==> config.mk <==
export PLATFORM = sky130hd
export DESIGN_NAME = hwie_top
export DESIGN_NICKNAME = d
export VERILOG_FILES = /design/src/hdl/hwie_pkg.sv /design/src/hdl/hwie_port_change.sv /design/src/hdl/hwie_top.sv
export SDC_FILE = /design/constraint.sdc
export NUM_CORES = 1
export LEC_CHECK = 0
export ABC_AREA = 1
export BUFFER_PORTS_ARGS = -buffer_cell sky130_fd_sc_hd__buf_4
export CORE_MARGIN = 3
export CORE_UTILIZATION = 45
export DETAILED_ROUTE_END_ITERATION = 12
export GPL_ROUTABILITY_DRIVEN = 1
export GPL_TIMING_DRIVEN = 0
export PLACE_DENSITY = 0.88
export SYNTH_ARGS = -nofsm -noshare
export SYNTH_HDL_FRONTEND = slang
export SYNTH_SLANG_ARGS = --single-unit
==> constraint.sdc <==
create_clock -name i_ref_clk -period 1.2 [get_ports i_ref_clk]
set_clock_uncertainty 0.2 [all_clocks]
set_input_delay 0.18 -clock i_ref_clk [delete_from_list [all_inputs] [get_ports i_ref_clk]]
set_output_delay 0.18 -clock i_ref_clk [all_outputs]
set_load 0.005 [all_outputs]
==> src/hdl/hwie_pkg.sv <==
/*
 * constants for the hold-release and interrupt enable block.
 * assumes the cpu decoder presents one-cycle load strobes with an 8-bit immediate.
 */
// Function
// - load eight hold-release bits in one cycle
// - bit 0: divider overflow ends hold
// - bit 1: timer 0 underflow ends hold
// - bit 2: change sense port ends hold
// - bit 4: interrupt pin falling edge ends hold
// - bit 5: serial receive done ends hold
// - bit 6: serial transmit done ends hold
// - bit 7: timer 1 underflow ends hold
// - load interrupt enables, same bit order
// - port change counts only on enabled pins
package hwie_pkg;
	localparam int        EN_W        = 8;
	localparam int        PORT_W      = 4;
	// ------------------------------------------------------------
	// event bit positions
	// ------------------------------------------------------------
	localparam int        BIT_DIV0    = 0;
	localparam int        BIT_TMR0    = 1;
	localparam int        BIT_PORT    = 2;
	localparam int        BIT_RSVD    = 3;
	localparam int        BIT_PIN     = 4;
	localparam int        BIT_RX      = 5;
	localparam int        BIT_TX      = 6;
	localparam int        BIT_TMR1    = 7;
	// ------------------------------------------------------------
	// reset values and reserved-bit mask
	// ------------------------------------------------------------
	localparam logic [7:0] HOLD_EN_RST = 8'h00;
	localparam logic [7:0] IRQ_EN_RST  = 8'h00;
	localparam logic [3:0] PORT_EN_RST = 4'h0;
	localparam logic [7:0] RSVD_MASK   = 8'hF7;
endpackage : hwie_pkg

==> src/hdl/hwie_port_change.sv <==
/*
 * change detector for the four change-sense port pins.
 * assumes pin levels already synchronous to i_ref_clk.
 */
`timescale 1ns/1ps
`default_nettype none
module hwie_port_change
	import hwie_pkg::*;
(
	// clock and reset
	input  wire logic                          i_ref_clk,
	input  wire logic                          i_rstn,
	// pins and per-pin enables
	input  wire logic [hwie_pkg::PORT_W-1:0]   i_pins,
	input  wire logic [hwie_pkg::PORT_W-1:0]   i_pin_en,
	// change pulse
	output logic                               o_change
);
	import hwie_pkg::*;

	logic [PORT_W-1:0] prev_ff;
	logic              seen_ff;

	// ------------------------------------------------------------
	// edge compare
	// ------------------------------------------------------------
	// first sample after reset only primes the history, so no false change
	always_ff @(posedge i_ref_clk)
	begin
		if (!i_rstn)
		begin
			prev_ff <= PORT_EN_RST;
			seen_ff <= 1'b0;
		end
		else
		begin
			prev_ff <= i_pins;
			seen_ff <= 1'b1;
		end
	end

	assign o_change = seen_ff && |((prev_ff ^ i_pins) & i_pin_en);
endmodule : hwie_port_change
`default_nettype wire

==> src/hdl/hwie_top.sv <==
/*
 * hold-release and interrupt enable sets, loaded by immediate instructions.
 * assumes event inputs are one-cycle pulses synchronous to i_ref_clk,
 * except the interrupt pin and port pins which are levels.
 */
`timescale 1ns/1ps
`default_nettype none
module hwie_top
	import hwie_pkg::*;
(
	// clock and reset
	input  wire logic                          i_ref_clk,
	input  wire logic                          i_rstn,
	// instruction decoder loads
	input  wire logic                          i_ld_hold_en,
	input  wire logic                          i_ld_irq_en,
	input  wire logic                          i_ld_port_en,
	input  wire logic [hwie_pkg::EN_W-1:0]     i_imm,
	// event sources
	input  wire logic                          i_div0_ovf,
	input  wire logic                          i_tmr0_udf,
	input  wire logic [hwie_pkg::PORT_W-1:0]   i_change_sense_port,
	input  wire logic                          i_int_pin,
	input  wire logic                          i_rx_done,
	input  wire logic                          i_tx_done,
	input  wire logic                          i_tmr1_udf,
	// results
	output logic [hwie_pkg::EN_W-1:0]          o_hold_release_enable,
	output logic [hwie_pkg::EN_W-1:0]          o_interrupt_enable,
	output logic [hwie_pkg::PORT_W-1:0]        o_port_change_enable,
	output logic                               o_hold_release,
	output logic [hwie_pkg::EN_W-1:0]          o_irq_req
);
	import hwie_pkg::*;

	logic [EN_W-1:0]   hold_en_ff;
	logic [EN_W-1:0]   irq_en_ff;
	logic [PORT_W-1:0] port_en_ff;
	logic              pin_ff;
	logic              port_change;
	logic [EN_W-1:0]   events;
	logic [EN_W-1:0]   nxt_wake;
	logic [EN_W-1:0]   nxt_irq;
	logic              wake_ff;
	logic [EN_W-1:0]   irq_ff;

	// both enable sets share the reserved-bit rule, so one place owns it
	function automatic logic [EN_W-1:0] mask_rsvd(input logic [EN_W-1:0] value);
		return value & RSVD_MASK;
	endfunction : mask_rsvd

	// ------------------------------------------------------------
	// enable registers
	// ------------------------------------------------------------
	// reserved bit 3 is forced to zero so it can never enable anything
	always_ff @(posedge i_ref_clk)
	begin
		if (!i_rstn)
			hold_en_ff <= HOLD_EN_RST;
		else if (i_ld_hold_en)
			hold_en_ff <= mask_rsvd(i_imm);
	end

	always_ff @(posedge i_ref_clk)
	begin
		if (!i_rstn)
			irq_en_ff <= IRQ_EN_RST;
		else if (i_ld_irq_en)
			irq_en_ff <= mask_rsvd(i_imm);
	end

	always_ff @(posedge i_ref_clk)
	begin
		if (!i_rstn)
			port_en_ff <= PORT_EN_RST;
		else if (i_ld_port_en)
			port_en_ff <= i_imm[PORT_W-1:0];
	end

	// ------------------------------------------------------------
	// event sources
	// ------------------------------------------------------------
	always_ff @(posedge i_ref_clk)
	begin
		if (!i_rstn)
			pin_ff <= 1'b1;
		else
			pin_ff <= i_int_pin;
	end

	hwie_port_change u_port_change (
		.i_ref_clk (i_ref_clk),
		.i_rstn    (i_rstn),
		.i_pins    (i_change_sense_port),
		.i_pin_en  (port_en_ff),
		.o_change  (port_change)
	);

	always_comb
	begin
		events           = '0;
		events[BIT_DIV0] = i_div0_ovf;
		events[BIT_TMR0] = i_tmr0_udf;
		events[BIT_PORT] = port_change;
		events[BIT_PIN]  = pin_ff & ~i_int_pin;
		events[BIT_RX]   = i_rx_done;
		events[BIT_TX]   = i_tx_done;
		events[BIT_TMR1] = i_tmr1_udf;
		nxt_wake         = events & hold_en_ff;
		nxt_irq          = events & irq_en_ff;
	end

	// ------------------------------------------------------------
	// registered outputs
	// ------------------------------------------------------------
	// one cycle of latency buys glitch-free outputs toward the core
	always_ff @(posedge i_ref_clk)
	begin
		if (!i_rstn)
		begin
			wake_ff <= 1'b0;
			irq_ff  <= '0;
		end
		else
		begin
			wake_ff <= |nxt_wake;
			irq_ff  <= nxt_irq;
		end
	end

	assign o_hold_release_enable = hold_en_ff;
	assign o_interrupt_enable    = irq_en_ff;
	assign o_port_change_enable  = port_en_ff;
	assign o_hold_release        = wake_ff;
	assign o_irq_req             = irq_ff;
endmodule : hwie_top
`default_nettype wire

==> impl_metrics.ini <==
[clock_network]
max_buffers_root_to_sink = 2
worst_skew_pair.late_latency_ns = 0.32
numCtsBuffers = 5
tritoncts = done
ctsRootBufferMaster = clkbuf_4
cts_max_level = 2
cts_sinks = 32
clk_pin_slew_worst_paths_ns = 0.10

[floorplan]
initial_utilization = 0.496
dieArea_um2 = 3200
die_width_um = 56.6
chipHeight_um = 56.6
ios = 52
coreArea_um2 = 2320
placementRows = 17

[setup_path]
path_cells = buf_6
critical_path.endpoint_type = output pin
r2r_setup_slack_ns = 0.08
worst-path-max-fanout = 3
critPathLaunchType = register
logic_depth_of_the_worst_path_buffers_included = 1
worstReg2RegEnd = o_hold_release
path_delay_family = flip-flops
critical_path_required_ns = 0.82
category_of_the_critical_setup_timing_path = register to output pin
r2r.worst_path.cells = 4
crit_path_top_delay_cell = dfxtp_2
timing.critical_path.buf_inv = 1
worst_ep_arrival_time_ns = 0.83
timing.rr.start = o_hold_release_enable[1]
critPathMaxStageDelay_ns = 0.40

[placed_design]
post-dp-hpwl_um = 2180
port_buffers = 48
gpl.final_weighted_congestion = 0.783
placed_cells = 230
post_dp_cell_area_um2 = 1550

[pwr]
netSwitchingPower_mw = 0.586
sequentialPowerShare = 0.517
power.leakage_nw = 0.968
vdd.ir_drop.worst_uv = 971
switching_share = 0.257
clock_power_share = 0.299
power_report.internal_total_mw = 1.70
power.share.combinational = 0.183
cellPowerDensity_nw_per_um2 = 1170
power_mw = 2.28

[min_path]
min-delay-path-class = primary input to register
hold_start = i_rstn
timing.hold.worst_endpoint = pin_ff
min_path_cells = 3

[routing]
route.detailed.wl_per_inst_um = 15.6
drt-total-wl_um = 4080
drc_errors = 0
detail_route.iter0.violations = 78
route.vias.total = 1356
final_antenna_net_count = 0
detail_route.first_pass.iterations = 5
vias_per_cell = 5.18

[synth]
yosys.area_share.xor_xnor = 0
sequential_element_share_of_the_synthesized_area = 0.557
synth_fa_ha_area_frac = 0
synth.largest_area_cell = dfxtp_1
syn_avg_cell_area_um2 = 7.56
synth_largest_type_area_fraction = 0.557
syn_inst = 152
synthesis.area_um2 = 1150
synth_top_family_by_area = simple AND/OR/NAND/NOR gates
synth-seq-cells = 32
synth_compound_area_frac = 0.0958
post_synth_num_cell_types = 15
synth_area_in_simple_gates = 0.260
yosys-mux-area-fraction = 0
synthTopCellsByArea = dfxtp_1 56%, nor2_1 13%, nand2_1 8.2%
synth_warnings = 0

[status]
violations = negative setup slack
run_status = finished, violations left

[cells_and_area]
layout-drive-gt1-share = 0.376
finish.net_count = 257
fin_cells = 262
num-fill-cells = 120
final_common_cell = buf_4
n_antenna_cell = 0
most-common-layout-cells = 45 x buf_4, 41 x nor2_1, 24 x nand2_1, 24 x dlygate4sd3_1, 16 x dfxtp_2
finish.instance_area_um2 = 1950
area_growth_syn_to_layout_pct = 70.0

[global_routing]
overflow = 0
combined_global_route_utilization_of_all_metal_layers = 0.243
grt_antenna_before_repair = 0
grt_pass1_vias = 1355
grt_max_degree = 11
grt_first_pass_wirelength_um = 6070

[timing]
max_freq_mhz = 826
period_share = 1.01
fin_ws_ns = -0.0111
unrepaired_setup_endpoints_after_global_routing = true
min_period_ns = 1.21
timing.final.max_slew_violations = 0
timing.setup.tns_ns = -0.0164
hold_violations = 0
timing.final.setup_violations = 2

[flow_run]
drv.max_cap_violation_count = 0
## final cells by class
type	count	area [um^2]	share of cell area
Buffer	5	32.5	0.0166
Clock buffer	7	65.1	0.0333
Inverter	17	68.8	0.0352
Multi-Input combinational cell	100	450	0.230
Sequential cell	32	668	0.342
Tap cell	28	35.0	0.0179
Timing Repair Buffer	73	634	0.325
## per-layer routing
layer	vias to the layer above	track usage	part of all wire
li1	626	-	-
met5	-	0	0
met2	97	0.429	0.51
met4	0	0.122	0.058
met1	600	0.262	0.34
met3	33	0.0667	0.092
## power by group through the flow
stage,registers (mW),logic [mW],clock network [mW]
after global routing,1.19,0.449,0.743
final,1.18,0.418,0.683
after floorplan,1.19,0.116,0
after global placement,1.18,0.291,0
after detailed placement,1.19,0.300,0
after CTS,1.16,0.368,0.669
## synth_stat cells, drive strengths merged
library cell and number:
buf 5, nor3 3, nor2 41, nand3 5
a21oi 4, inv 17, or2 1, dfxtp 32
nand2 25, conb 1, o21ai 18
## cell families after synthesis
family / Yosys count
simple gates: 75
flops: 32
compound gates: 22
buf+inv: 22
other cells: 1
## stage by stage
stage / util / hold WS [ns] / setup slack [ns]
after global placement: 0.670 / 0.129 / 0.113
after global routing: 0.843 / 0.0230 / -0.0307
after detailed placement: 0.670 / 0.126 / 0.0713
after floorplan: - / 0.00772 / 0.186
after CTS: 0.807 / 0.0374 / 0.00234
final: 0.843 / 0.0122 / -0.0111
## worst max-delay path by stage
stage	start	to	slack, ns
after floorplan	u_port_change.prev_ff[3]	o_hold_release	0.19
after global placement	u_port_change.prev_ff[3]	o_hold_release	0.11
after detailed placement	u_port_change.prev_ff[3]	o_hold_release	0.07
after CTS	o_port_change_enable[0]	o_port_change_enable[0]	0.002
after global routing	o_hold_release_enable[2]	o_hold_release_enable[2]	-0.03
final	o_hold_release_enable[2]	o_hold_release_enable[2]	-0.01
## state kept, by name, summed over array words and instances (netlist names)
signal,flops
o_hold_release,1
o_hold_release_enable,7
o_interrupt_enable,7
o_irq_req,7
o_port_change_enable,4
pin_ff,1
u_port_change.prev_ff,4
u_port_change.seen_ff,1
## timing repair
item,CTS,global route
hold buffers,25,0
setup buffers,0,2
gates resized for setup,2,39
pin swaps,0,6
endpoints found under the setup margin,2,25
hold endpoints to repair,31,0
(Power assumes the default switching activity.)
